<file path="src/include/ppd_defines.svh">
`ifndef PPD_DEFINES_SVH
`define PPD_DEFINES_SVH
// Memory page decode: high nibble and page numbers (addr[11:10])
`define PPD_MEM_HI_NIB      4'hc
`define PPD_PAGE_ROM0       2'h0
`define PPD_PAGE_ROM1       2'h1
`define PPD_PAGE_SYSRAM     2'h2
`define PPD_PAGE_DISP       2'h3
`define PPD_BOOT_HI         6'h00
// Port decode: addr[15:11] must be all ones
`define PPD_PORT_HI         5'h1f
// Port numbers as addr[10:8]
`define PPD_PORT_F8         3'h0
`define PPD_PORT_F9         3'h1
`define PPD_PORT_FA         3'h2
`define PPD_PORT_FB         3'h3
`define PPD_PORT_FC         3'h4
`define PPD_PORT_FD         3'h5
`define PPD_PORT_FE         3'h6
`define PPD_PORT_FF         3'h7
`define PPD_RTS_BIT         4
`define PPD_BOOT_FETCHES    3'h4
`endif

</file>
<file path="src/include/ppd_pkg.sv">
package ppd_pkg;
    // Bus status sampled from the processor side
    typedef struct packed {
        logic sinp;
        logic sout;
        logic sinta;
        logic mwrite;
        logic psync;
        logic pdbin;
        logic pwr;
    } ppd_status_s;

    // Active-low page selects
    typedef struct packed {
        logic rom0_n;
        logic rom1_n;
        logic sysram_n;
        logic disp_n;
    } ppd_pages_s;
endpackage

</file>
<file path="src/design/ppd_page_port_decoder_wait.sv">
// Function
// - System RAM at C800-CBFF, all chips enabled
// - Bits 0-4 row, 5-9 column, 10-15 page
// - RAM write enable low only on MWRITE
// - Page decoder needs high nibble 1100
// - Bits 11:10 pick four active-low selects
// - Memory select when any page active
// - Boot overlay maps ROM to page 0
// - Page decoder off during input/output
// - Ready low from mid-sync to phase-2
// - Ports need bits 15-11 all ones
// - Bits 8-10 select one of eight strobes
// - Input decoder needs data-in and input status
// - Output decoder needs output status and write
// - Internal-bus select for inputs F8-FB
// - Interrupt acknowledge disables all decoders
// - Output strobes feed scroll, parallel, UARTs
// - Port F8 output latches bit 4 RTS
// - Input strobes select listed read sources
// - Input FD resets parallel handshake
// - Boot overlay low for four fetches
`timescale 1ns/1ps
`include "ppd_defines.svh"
module ppd_page_port_decoder_wait
    import ppd_pkg::*;
#(
    parameter bit INTA_OPTION = 1'b1
) (
    // Clock and synchronous reset
    input  wire logic        clk_i,
    input  wire logic        rstn_i,

    // Bus address, status and data straight from the pins
    input  wire logic [15:0] addr_i,
    input  wire ppd_status_s status_i,
    input  wire logic [7:0]  data_i,

    // Memory pages and RAM control
    output ppd_pages_s       pages_o,
    output logic             mem_sel_o,
    output logic             ram_we_n_o,
    output logic [9:0]       ram_addr_o,
    output logic             ram_cs_n_o,

    // Raw port strobes, bit n is port F8 plus n, and internal-bus select
    output logic [7:0]       port_in_n_o,
    output logic [7:0]       port_out_n_o,
    output logic             int_sel_o,

    // Named output strobes and the request-to-send latch
    output logic             scroll_load_o,
    output logic             parallel_port_out_o,
    output logic             cassette_interface_tx_o,
    output logic             ctrl_load_o,
    output logic             serial_interface_tx_o,
    output logic             serial_rts_o,

    // Named input strobes
    output logic             sense_sw_rd_o,
    output logic             scroll_stat_rd_o,
    output logic             keyboard_rd_o,
    output logic             parallel_port_in_o,
    output logic             parallel_port_hs_clr_o,
    output logic             cassette_interface_rx_o,
    output logic             port_stat_rd_o,
    output logic             serial_interface_rx_o,
    output logic             serial_interface_stat_o,

    // Boot overlay and processor ready
    output logic             boot_overlay_n_o,
    output logic             processor_ready_out_o
);
    // Timing model: every pin input is two cycles old when decoded, so all
    // selects lag the bus by two clocks; the clock stands in for phase 2.
    // Decode is pure logic on the synchronised copies; only the wait flag,
    // the boot counter, the RTS latch and the edge samples hold state.
    // Registered copies keep skewed pin edges out of the decode, traded
    // against two clocks of latency on every select.
    // Limitation: a status or address held for less than one clock period
    // may be missed entirely, since nothing stretches a short pulse.

    // Pin-side status, address and data pass two flops before any decode
    ppd_status_s stat_s1_q;
    ppd_status_s stat_q;
    logic [15:0] addr_s1_q;
    logic [15:0] addr_q;
    logic [7:0]  data_s1_q;
    logic [7:0]  data_q;

    // Boot counter, previous-cycle samples, wait flag and RTS latch
    logic [2:0]  fetch_cnt_q;
    logic [2:0]  fetch_cnt_d;
    logic        pdbin_prev_q;
    logic        psync_prev_q;
    logic        wait_q;
    logic        wait_d;
    logic        rts_q;
    logic        rts_d;

    // First status stage; nothing but the second stage reads it
    always_ff @(posedge clk_i) begin
        if (!rstn_i) begin
            stat_s1_q <= '0;
        end else begin
            stat_s1_q <= status_i;
        end
    end

    // Second status stage feeds all decode
    always_ff @(posedge clk_i) begin
        if (!rstn_i) begin
            stat_q <= '0;
        end else begin
            stat_q <= stat_s1_q;
        end
    end

    // First address stage
    always_ff @(posedge clk_i) begin
        if (!rstn_i) begin
            addr_s1_q <= 16'h0000;
        end else begin
            addr_s1_q <= addr_i;
        end
    end

    // Second address stage; address and status move together
    always_ff @(posedge clk_i) begin
        if (!rstn_i) begin
            addr_q <= 16'h0000;
        end else begin
            addr_q <= addr_s1_q;
        end
    end

    // First data stage
    always_ff @(posedge clk_i) begin
        if (!rstn_i) begin
            data_s1_q <= 8'h00;
        end else begin
            data_s1_q <= data_i;
        end
    end

    // Second data stage, read only by the RTS latch
    always_ff @(posedge clk_i) begin
        if (!rstn_i) begin
            data_q <= 8'h00;
        end else begin
            data_q <= data_s1_q;
        end
    end

    // Synchronised status, named for the decode below
    wire st_sinp   = stat_q.sinp;
    wire st_sout   = stat_q.sout;
    wire st_sinta  = stat_q.sinta;
    wire st_mwrite = stat_q.mwrite;
    wire st_psync  = stat_q.psync;
    wire st_pdbin  = stat_q.pdbin;
    wire st_pwr    = stat_q.pwr;

    // Address fields used by the decoders
    wire [3:0] addr_hi_nib  = addr_q[15:12];
    wire [5:0] addr_page    = addr_q[15:10];
    wire [4:0] addr_port_hi = addr_q[15:11];
    wire [2:0] addr_port_lo = addr_q[10:8];
    wire [1:0] addr_pg_sel  = addr_q[11:10];

    // Acknowledge gating, only with the option fitted
    wire inta_off = INTA_OPTION && st_sinta;
    // Counter saturates at four, so the overlay never comes back
    wire boot_n   = (fetch_cnt_q >= `PPD_BOOT_FETCHES);
    // Any input or output cycle
    wire io_cycle = st_sinp | st_sout;

    wire hi_is_c  = (addr_hi_nib == `PPD_MEM_HI_NIB);
    wire boot_pg0 = !boot_n && (addr_page == `PPD_BOOT_HI);
    // C pages suppressed while the overlay is low
    wire c_pg_ok  = hi_is_c && boot_n;
    wire pg_en_io = !io_cycle && !inta_off;
    // Acknowledge gating also stops the page decoder
    wire pg_en    = pg_en_io && (c_pg_ok || boot_pg0);
    // Page zero under the overlay is the first ROM page
    wire [1:0] pg = boot_pg0 ? `PPD_PAGE_ROM0 :
                    addr_pg_sel;

    wire hit_rom0   = pg_en && (pg == `PPD_PAGE_ROM0);
    wire hit_rom1   = pg_en && (pg == `PPD_PAGE_ROM1);
    wire hit_sysram = pg_en && (pg == `PPD_PAGE_SYSRAM);
    wire hit_disp   = pg_en && (pg == `PPD_PAGE_DISP);

    assign pages_o.rom0_n   = !hit_rom0;
    assign pages_o.rom1_n   = !hit_rom1;
    assign pages_o.sysram_n = !hit_sysram;
    assign pages_o.disp_n   = !hit_disp;

    assign mem_sel_o  = hit_rom0 || hit_rom1 ||
                        hit_sysram || hit_disp;
    // RAM chip enable, shared by all eight chips
    assign ram_cs_n_o = !hit_sysram;
    // Row and column; the page bits went to the decoder
    assign ram_addr_o = addr_q[9:0];
    // Write only on status, otherwise read mode
    assign ram_we_n_o = !(st_mwrite && hit_sysram);

    // Port range
    // Acknowledge blocks port decode as well as page decode
    wire port_hit = (addr_port_hi == `PPD_PORT_HI) && !inta_off;
    wire in_en    = port_hit && st_pdbin && st_sinp;
    wire out_en   = port_hit && st_sout && st_pwr;

    // Eight strobes per decoder
    // One comparator per port number serves both decoders
    genvar g;
    generate
        for (g = 0; g < 8; g++) begin : g_port
            wire num_hit = (addr_port_lo == 3'(g));
            assign port_in_n_o[g]  = !(in_en && num_hit);
            assign port_out_n_o[g] = !(out_en && num_hit);
        end
    endgenerate

    // Active-high views of the strobes for the named outputs;
    // inverting once here keeps the named outputs free of negations
    wire [7:0] in_hit  = ~port_in_n_o;
    wire [7:0] out_hit = ~port_out_n_o;

    assign int_sel_o = |in_hit[`PPD_PORT_FB:`PPD_PORT_F8];

    // Output targets
    // Scroll position load
    assign scroll_load_o           = out_hit[`PPD_PORT_FE];
    // Parallel output data
    assign parallel_port_out_o     = out_hit[`PPD_PORT_FD];
    // Cassette transmitter
    assign cassette_interface_tx_o = out_hit[`PPD_PORT_FB];
    // Parallel and cassette control bits
    assign ctrl_load_o             = out_hit[`PPD_PORT_FA];
    // Serial transmitter
    assign serial_interface_tx_o   = out_hit[`PPD_PORT_F9];

    // Input sources
    // Sense switches
    assign sense_sw_rd_o           = in_hit[`PPD_PORT_FF];
    // Scroll status
    assign scroll_stat_rd_o        = in_hit[`PPD_PORT_FE];
    // Keyboard
    assign keyboard_rd_o           = in_hit[`PPD_PORT_FC];
    // Cassette received byte
    assign cassette_interface_rx_o = in_hit[`PPD_PORT_FB];
    // Combined port status
    assign port_stat_rd_o          = in_hit[`PPD_PORT_FA];
    // Serial received byte
    assign serial_interface_rx_o   = in_hit[`PPD_PORT_F9];
    // Serial status
    assign serial_interface_stat_o = in_hit[`PPD_PORT_F8];

    // Parallel read and handshake reset share one strobe
    assign parallel_port_in_o     = in_hit[`PPD_PORT_FD];
    assign parallel_port_hs_clr_o = in_hit[`PPD_PORT_FD];

    // RTS latch, only an output to F8 loads it
    // Data is two cycles old, the same age as the strobe
    wire rts_load = out_hit[`PPD_PORT_F8];
    assign rts_d  = rts_load ? data_q[`PPD_RTS_BIT] :
                    rts_q;
    assign serial_rts_o = rts_q;

    // Count data-in strobes, then release overlay
    wire pdbin_rise = st_pdbin && !pdbin_prev_q;
    assign fetch_cnt_d = (pdbin_rise && !boot_n) ? fetch_cnt_q + 3'h1 :
                         fetch_cnt_q;
    assign boot_overlay_n_o = boot_n;

    // Wait flag set at sync start, held until sync ends; the clock
    // stands in for phase 2, so sync falling marks the first phase-2 edge
    wire psync_rise = st_psync && !psync_prev_q;
    wire cycle_ref  = mem_sel_o || io_cycle;
    assign wait_d   = psync_rise ? 1'b1 :
                      st_psync   ? wait_q :
                                   1'b0;
    // A cycle that touches neither memory nor a port gets no wait
    // One wait per referencing cycle
    assign processor_ready_out_o = !(wait_q && cycle_ref);

    // Only these flops hold state besides the synchronisers
    // Boot counter; reset puts the overlay back on
    always_ff @(posedge clk_i) begin
        if (!rstn_i) begin
            fetch_cnt_q <= 3'h0;
        end else begin
            fetch_cnt_q <= fetch_cnt_d;
        end
    end

    // Data-in sample for the strobe edge, idle low after reset
    always_ff @(posedge clk_i) begin
        if (!rstn_i) begin
            pdbin_prev_q <= 1'b0;
        end else begin
            pdbin_prev_q <= st_pdbin;
        end
    end

    // Sync sample for the start of a cycle
    always_ff @(posedge clk_i) begin
        if (!rstn_i) begin
            psync_prev_q <= 1'b0;
        end else begin
            psync_prev_q <= st_psync;
        end
    end

    // Wait flag
    // Reset clears the flag so ready starts high
    always_ff @(posedge clk_i) begin
        if (!rstn_i) begin
            wait_q <= 1'b0;
        end else begin
            wait_q <= wait_d;
        end
    end

    always_ff @(posedge clk_i) begin
        if (!rstn_i) begin
            rts_q <= 1'b0;
        end else begin
            rts_q <= rts_d;
        end
    end
endmodule

</file>
<file path="config.mk">
export PLATFORM = sky130hd
export DESIGN_NAME = ppd_page_port_decoder_wait
export DESIGN_NICKNAME = d
export VERILOG_FILES = /design/src/include/ppd_pkg.sv /design/src/design/ppd_page_port_decoder_wait.sv
export VERILOG_INCLUDE_DIRS = /design/src /design/src/include
export SDC_FILE = /design/constraint.sdc
export NUM_CORES = 1
export LEC_CHECK = 0
export BUFFER_PORTS_ARGS = -buffer_cell sky130_fd_sc_hd__clkbuf_2
export CAP_MARGIN = 30
export CELL_PAD_IN_SITES_DETAIL_PLACEMENT = 1
export CELL_PAD_IN_SITES_GLOBAL_PLACEMENT = 2
export CORE_UTILIZATION = 29
export CTS_CLUSTER_SIZE = 30
export DETAILED_ROUTE_END_ITERATION = 10
export GPL_TIMING_DRIVEN = 0
export PLACE_DENSITY_LB_ADDON = 0.12
export SLEW_MARGIN = 20
export SYNTH_ARGS = -nofsm -noshare
export SYNTH_HDL_FRONTEND = slang
export SYNTH_SLANG_ARGS = --single-unit
</file>
<file path="constraint.sdc">
create_clock -name clk_i -period 4.6 [get_ports clk_i]
set_input_delay 0.46 -clock clk_i [delete_from_list [all_inputs] [get_ports clk_i]]
set_output_delay 0.46 -clock clk_i [all_outputs]
set_load 0.01 [all_outputs]
</file>
Word level (Yosys, flattened, before mapping)
Index checks and enable logic that the tools add are counted.
W data, S select, Z words.
{"block": "op_classes", "addsub": 1, "magnitude_cmp": 1, "eq_ne": 13, "n_mux": 3, "bitwise_logic": 3, "reduce_logical": 70}
{"operator": "$logic_and A1 B1 Y1", "count": 34}
{"operator": "$logic_not A1 Y1", "count": 27}
{"operator": "$eq A3 B3 Y1 const B", "count": 4}
{"operator": "$not A8 Y8", "count": 1}
{"operator": "$not A7 Y7", "count": 1}
{"operator": "$eq A3 B2 Y1 const B", "count": 2}
{"operator": "$logic_not A6 Y1", "count": 1}
{"operator": "$eq A5 B5 Y1 const B", "count": 1}
{"operator": "$logic_or A1 B1 Y1", "count": 5}
{"operator": "$eq A2 B2 Y1 const B", "count": 2}
{"operator": "$eq A4 B4 Y1 const B", "count": 1}
{"operator": "$reduce_or A4 Y1", "count": 1}
{"operator": "$add A3 B1 Y3 const B", "count": 1}
{"operator": "$eq A3 B1 Y1 const B", "count": 1}
{"operator": "$ge A3 B3 Y1 const B", "count": 1}
{"operator": "$logic_not A3 Y1", "count": 1}
{"operator": "$eq A2 B1 Y1 const B", "count": 1}
{"operator": "$logic_not A2 Y1", "count": 1}
{"operator": "$mux W1", "count": 2}
{"operator": "$mux W2", "count": 1}
{"operator": "$ne A2 B1 Y1 const B", "count": 1}
{"operator": "$or A1 B1 Y1", "count": 1}
{"block": "word_totals", "register_bits": 63, "in_bits": 33, "out_inout_bits": 51, "wordCells": 114}

Longest topological paths before layout
Gate-level depths: netlist of the first run.
{"block": "logic_depth", "depth_word": 12, "depth_mapped": 5, "mapped_depth_nobuf": 4}

Least setup slack after synthesis of the first run
OpenSTA, ideal clock, no wires.
{"block": "synth_timing", "path_kind": "reg2out", "startpoint": "register stat_q (netlist bit st_sinp)", "endpoint": "output port pages_o[1] (netlist bit)", "arrival_ps": 1524, "required_time_ps": 4140, "setup_slack_ps": 2616, "stages_incl_launch_ff": 5, "n_path_buf": 1, "cell_sequence": "dfxtp_1 > nor2_1 > nor4b_1 > nand4_1 > buf_4"}
{"block": "synth_via", "elab_chain_len": 6}
{"item": "from (decl)", "line_no": "ppd_page_port_decoder_wait.sv:84", "text": "ppd_status_s stat_q;"}
{"item": "from (signal assigned)", "line_no": "ppd_page_port_decoder_wait.sv:114", "text": "stat_q <= stat_s1_q;"}
{"item": "$or A1 B1 Y1", "line_no": "ppd_page_port_decoder_wait.sv:175", "text": "wire io_cycle = st_sinp | st_sout;"}
{"item": "$logic_not A1 Y1", "line_no": "ppd_page_port_decoder_wait.sv:181", "text": "wire pg_en_io = !io_cycle && !inta_off;"}
{"item": "$logic_and A1 B1 Y1", "line_no": "ppd_page_port_decoder_wait.sv:181"}
{"item": "$logic_and A1 B1 Y1", "line_no": "ppd_page_port_decoder_wait.sv:183", "text": "wire pg_en = pg_en_io && (c_pg_ok || boot_pg0);"}
{"item": "$logic_and A1 B1 Y1", "line_no": "ppd_page_port_decoder_wait.sv:190", "text": "wire hit_sysram = pg_en && (pg == `PPD_PAGE_SYSRAM);"}
{"item": "$logic_not A1 Y1"}
{"item": "to (decl)", "line_no": "ppd_page_port_decoder_wait.sv:39", "text": "output ppd_pages_s pages_o,"}
Every way passes these cells.

==> reports/metrics.yaml, run 1 <==
status: "complete, no violations"
hp-start: "status_i[6]"
cts.root.buffer_cell: "clkbuf_8"
numCtsBuffers: 5
critical_path_class: "flop to output port"
post-place-ws_ns: 2.31
critPathLaunchType: "flop"
die_h_um: 85.8
crit_required_ns: 4.14
whs_path_depth: 2
max_slew_margin_pct: 61.2
setup_viol: 0
fillers: 825
drive_gt1_share_pct: 36.0
ys_types: 32
timing.setup.tns_ns: 0
cts_buffer_depth: 2
gr-total-overflow: 0
num_vias: 1561
pwr-share-clk_pct: 35.5
syn-num-nets: 241
cp_max_fo: 7
htree_levels: 2
final_nets: 323
grt_use_met3_pct: 3.66
avgSynthCellArea_um2: 9.88
busiest_layer: "met2"
power_switching_w: 0.000189
finalCriticalPeriod_ns: 2.43
internal-power_w: 0.000692
drc: 0
grt_usage_pct: 12.7
finalCritPeriodShare_pct: 52.8
peakVddDrop_mv: 0.215
fin_worst_skew_ns: 0.00672
cts_tree: "built"
r2r-end: "serial_rts_o"
cp_slowest_stage_delay_ns: 0.55
drt-initial-drc-count: 16
fin_util_pct: 39.0
synth_cells: 206
met1_usage_pct: 14.8
syn_area_um2: 2040
io_pins: 84
place_inst: 377
clkLatencyLatePin_ns: 0.30
start_util_pct: 30.0
grt.met2_usage_pct: 22.0
antenna_found_initial: 0
hpwl_um: 3350
p_per_area_nw_per_um2: 332
hold_buffers: 0
ant_nets: 0
maxCapViolCount: 0
seq_area_frac_synth_pct: 54.1
grt_pass1_wl_um: 7250
hold_viol_final: 0
gp_congestion: 0.654
final_cell_count_no_fill: 385
core_area_um2: 6790
critical_path_buf_inv_count: 2
crit_chain: "or4_1 > o21ai_2 > nand4_1 > buf_4 > clkbuf_2"
clock_sinks: 55
area_growth_pct: 30.2
whs_endpoint: "stat_s1_q[6]"
grt_start_max_net_pins: 18
worstReg2RegStart: "addr_q[11]"
stdcell_area_um2: 2650
slew_violations: 0
tightest_slew_ns: 0.574
rsz0062_at_grt: "false"
power_frac_comb_pct: 7.2
cp.arrival_ns: 1.97
num_antenna_cells: 0
cts_resized: 0
dieArea_um2: 7360
cp.depth: 5
path_delay_family: "simple AND/OR/NAND/NOR gates"
min_path_type: "primary input to flop"
seqPwrFrac_pct: 57.3
timing.final.ws_setup_ns: 2.17
switching_share_pct: 21.5
drt-pass1-iter-count: 4
ys.warnings.count: 0
crit_slowest_cell: "or4_1"
path_clk_slew_ns: 0.10
leakage_nw: 1.21
wl_per_cell_um: 10.9
place_area_um2: 2530
fmax_mhz: 412
reg2reg_slack_ns: 3.04
routed_wl_um: 4190
port_buffers: 75
cp-end-kind: "output port"
synth-seq-cells: 55
die_width_um: 85.8
grt_pass1_vias: 1522
r2r_cells: 3
floorplan.rows: 30
cts_setup_buffers: 0
viasPerCell: 4.05
## cells in the mapped netlist (all sizes together)
library cell / n / area share [%]
clkinv: 1 / 0.25
a21boi: 1 / 0.37
buf: 13 / 4.7
nor2: 10 / 1.8
nand2: 17 / 3.1
and2: 58 / 18
nor4: 3 / 2.0
inv: 5 / 0.92
o21ai: 1 / 0.43
a31oi: 1 / 0.31
ha: 2 / 1.2
o21a: 1 / 0.37
and3b: 1 / 0.43
nand4b: 2 / 1.6
dfxtp: 55 / 54
mux2i: 2 / 0.98
nor4b: 2 / 0.86
nor3b: 1 / 0.37
nand2b: 2 / 0.61
nand3: 6 / 1.5
nor3: 2 / 0.74
xnor2: 1 / 0.43
clkbuf: 9 / 1.7
or4: 3 / 1.3
nor2b: 4 / 1.2
nand4: 3 / 0.92
## worst reg2reg max path: stages, from the launching register on
cell and delay [ns]:
dfxtp_1 0.49, nand4b_4 0.19, nor4b_1 0.57, mux2i_1 0.24
## sequential cells by signal, indices dropped and copies added (netlist names), 3 cells and up
signal and flops:
fetch_cnt_q 3, addr_q 16, addr_s1_q 16, stat_s1_q 7
## logic make-up (layout without fill, tap and decap cells)
logic type,Yosys count,in the layout,synth area share [%]
multiplexers,2,2,0.983
AND/OR/NAND/NOR,114,114,34.3
flip-flops,55,55,54.1
XOR/XNOR,1,1,0.430
AO/OA/AOI/OAI,4,4,1.48
buffers and inverters,28,111,7.50
adder cells (fa/ha/maj),2,2,1.23
## worst max path at each step
| stage | start | endpoint |
|---|---|---|
| finish | addr_q[11] | pages_o[1] |
| global placement | st_sinp | pages_o[1] |
| floorplan | st_sinp | pages_o[1] |
| detailed placement | st_sinp | pages_o[1] |
| global route | addr_q[11] | pages_o[1] |
| CTS | st_sinp | pages_o[1] |
## layout make-up
class | instances | area, um2 | share of cell area (%)
flip-flops and latches | 55 | 1100 | 41.5
multi-input cells | 123 | 788 | 29.7
repair buffers | 75 | 375 | 14.2
plain buffers | 22 | 129 | 4.86
well taps | 96 | 120 | 4.53
clock buffers | 5 | 68.8 | 2.60
clock inverters | 3 | 43.8 | 1.65
inverters | 6 | 23.8 | 0.897
## routing by layer
layer | vias up | part of all wire, %
met2 | 51 | 49
met4 | 0 | 1.6
met1 | 705 | 43
met5 | - | 0
met3 | 6 | 6.3
li1 | 799 | -
## through the flow
stage	power, W	hold WS [ns]
floorplan	0.000554	0.396
global placement	0.000579	0.400
detailed placement	0.000581	0.409
CTS	0.000896	0.341
global route	0.000924	0.332
finish	0.000881	0.351
## power groups by stage
stage          Clock, W  Combinational, W  Sequential [W]
6_report       0.000313         0.0000635        0.000505
5_1_grt        0.000343         0.0000742        0.000507
2_1_floorplan         0         0.0000409        0.000513
4_1_cts        0.000326         0.0000652        0.000505
3_3_place_gp          0         0.0000644        0.000515
3_5_place_dp          0         0.0000651        0.000516
## layout by cell type, fill, tap and decap left out, types with 2 or more instances in the layout
cell type,Yosys,layout
nand2_1,17,17
mux2i_1,2,2
nand3_1,6,6
nor2b_1,4,4
dfxtp_1,55,55
inv_1,5,5
buf_4,12,12
and2_1,58,58
nand2b_1,2,2
clkinv_2,1,2
nand4_1,3,3
nor2_1,10,10
or4_1,2,2
clkbuf_1,9,9
clkbuf_8,0,5
ha_1,2,2
clkbuf_2,0,75
No activity file was read; power rests on OpenSTA's default activity.
==> inputs of run 2 (changes only) <==
Settings changed: ABC_AREA set to 1, CORE_UTILIZATION 29 to 23.
Clock period 4.6 ns to 1.97 ns, I/O delays scaled along.
==> run 2 against run 1 <==
Wire length rose by 0.86%. Clock power rose by 98%. Non-clock buffer count fell by 2.
==> reports/metrics.yaml, run 2 <==
status: "complete, no violations"
path_clk_slew_ns: 0.09
timing.setup.tns_ns: 0
ys_types: 20
synth_area_leaders: "dfxtp_1, inv_1, nand2_1"
final_cell_count_no_fill: 465
wl_per_cell_um: 9.08
finalCritPeriodShare_pct: 90.5
grt_usage_pct: 9.90
num_vias: 1701
drc: 0
layout_commonest_cell: "inv_1"
synth.top_cell.area_share_pct: 53.1
wl_met2_um: 1900
port_buffers: 75
rsz0062_at_grt: "false"
drive_gt1_share_pct: 29.4
fillers: 1108
grt_start_max_net_pins: 16
synth_top_area_cell: "dfxtp_1"
cp.arrival_ns: 1.58
grt_pass1_vias: 1680
synth_commonest_cells: "inv_1, nand2_1, dfxtp_1"
met1_length_um: 1940
area_growth_pct: 29.2
hold_viol_final: 0
cp_max_fo: 8
setup_viol: 0
fmax_mhz: 561
p_per_area_nw_per_um2: 730
finalCriticalPeriod_ns: 1.78
crit_required_ns: 1.77
slew_violations: 0
reg2reg_slack_ns: 0.85
floorplan.rows: 34
top_regs: "addr_q: 16 flops, addr_s1_q: 16 flops, stat_s1_q: 7 flops"
seq_area_frac_synth_pct: 53.1
cts.root.buffer_cell: "clkbuf_8"
critical_path_class: "flop to output port"
clkLatencyLatePin_ns: 0.30
synth_edf_count: 0
hpwl_um: 3450
clock_sinks: 55
htree_levels: 2
synth_ff_type: "dfxtp_1"
final_nets: 392
synth_cells: 275
io_pins: 84
tightest_slew_ns: 0.436
viasPerCell: 3.66
synth-seq-cells: 55
dieArea_um2: 9390
min_path_type: "primary input to flop"
routed.top_layer: "met4"
maxCapViolCount: 0
cts_tree: "built"
yosysMostFrequentCell: "inv_1"
syn-num-nets: 310
cp-end-kind: "output port"
routed_wl_um: 4220
place_inst: 458
layout_common_cells: "inv_1, clkbuf_2, nand2_1, dfxtp_1, nor2_1"
critPathLaunchType: "flop"
numCtsBuffers: 5
die_width_um: 96.9
grt_pass1_wl_um: 7530
cts_setup_buffers: 0
syn_area_um2: 2070
die_h_um: 96.9
ys.warnings.count: 0
avgSynthCellArea_um2: 7.53
met3WireLength_um: 302
start_util_pct: 23.8
synthArstFlopShare_pct: 0
cts_buffer_depth: 2
antenna_found_initial: 0
leakage_nw: 1.59
fin_worst_skew_ns: 0.00526
gr-total-overflow: 0
drt-pass1-iter-count: 6
num_antenna_cells: 0
drt-initial-drc-count: 20
ant_nets: 0
max_slew_margin_pct: 70.9
gp_congestion: 0.664
core_area_um2: 8720
peakVddDrop_mv: 0.258
-- run 2: cell types whose count changed after synthesis, sizes merged, moves of 4 or more --
cell | previous run | this run
inv | 5 | 84
a21oi | 0 | 4
clkbuf | 9 | 4
and2 | 58 | 0
nand3 | 6 | 11
nand2 | 17 | 65
nor2b | 4 | 0
nor2 | 10 | 22
-- run 2: final timing paths --
path | cells past startpoint | end | start
worst max-delay path | 6 | parallel_port_in_o | addr_q[11]
worst min-delay path | 3 | addr_s1_q[5] | addr_i[5]
worst max register to register | 6 | serial_rts_o | addr_q[11]
worst min register to register | 1 | wait_q | psync_prev_q
-- run 2: what timing repair did --
action                                  in CTS  in global routing
endpoints found under the setup margin       0                  2
hold buffers                                 0                  0
resized for setup                            0                  2
-- run 2: layer usage --
layer	GRT usage [%]	up-vias
li1	-	916
met1	11.6	727
met2	16.5	51
met3	3.40	7
met4	4.13	0
met5	0	-
-- run 2: through the flow --
step / setup WS [ns] / area [um2] / util, % / hold WS [ns] / total power [W]
detailed placement: 0.411 / 2580 / 29.6 / 0.386 / 0.00137
global route: 0.0134 / 2680 / 30.7 / 0.0537 / 0.00208
finish: 0.188 / 2680 / 30.7 / 0.0700 / 0.00195
floorplan: 0.593 / 2070 / - / 0.295 / 0.00130
CTS: 0.0634 / 2670 / 30.6 / 0.0547 / 0.00200
global placement: 0.396 / 2580 / 29.6 / 0.377 / 0.00136
-- run 2: worst max-delay path, cell delays in order, from the launching register on --
cell	delay, ns
dfxtp_1	0.44
nand2_2	0.10
nor2_4	0.15
nand3_2	0.17
nor2_2	0.17
buf_4	0.12
clkbuf_2	0.12
-- run 2: cells by family (layout without fill, tap and decap cells) --
| logic type | Yosys count | in the layout | share of synthesized area [%] |
|---|---|---|---|
| and+or+nand+nor | 105 | 105 | 21.8 |
| buffers and inverters | 104 | 186 | 21.4 |
| DFF | 55 | 55 | 53.1 |
| AOI/OAI and AO/OA | 9 | 9 | 2.48 |
| adders and majority gates | 2 | 2 | 1.21 |
-- run 2: layout make-up --
class | count | area, um2 | area share [%]
well taps | 108 | 135 | 5.05
inverters | 84 | 315 | 11.8
multi-input cells | 116 | 536 | 20.0
clock buffers | 6 | 82.6 | 3.08
plain buffers | 20 | 128 | 4.77
repair buffers | 75 | 375 | 14.0
flip-flops and latches | 55 | 1100 | 41.1
clock inverters | 1 | 5.00 | 0.187
-- run 2: report_power, final --
part / internal, W / switching, W
sequential: 0.00116 / 0.0000187
combinational: 0.0000682 / 0.0000885
clock: 0.000277 / 0.000342
total: 0.00151 / 0.000449
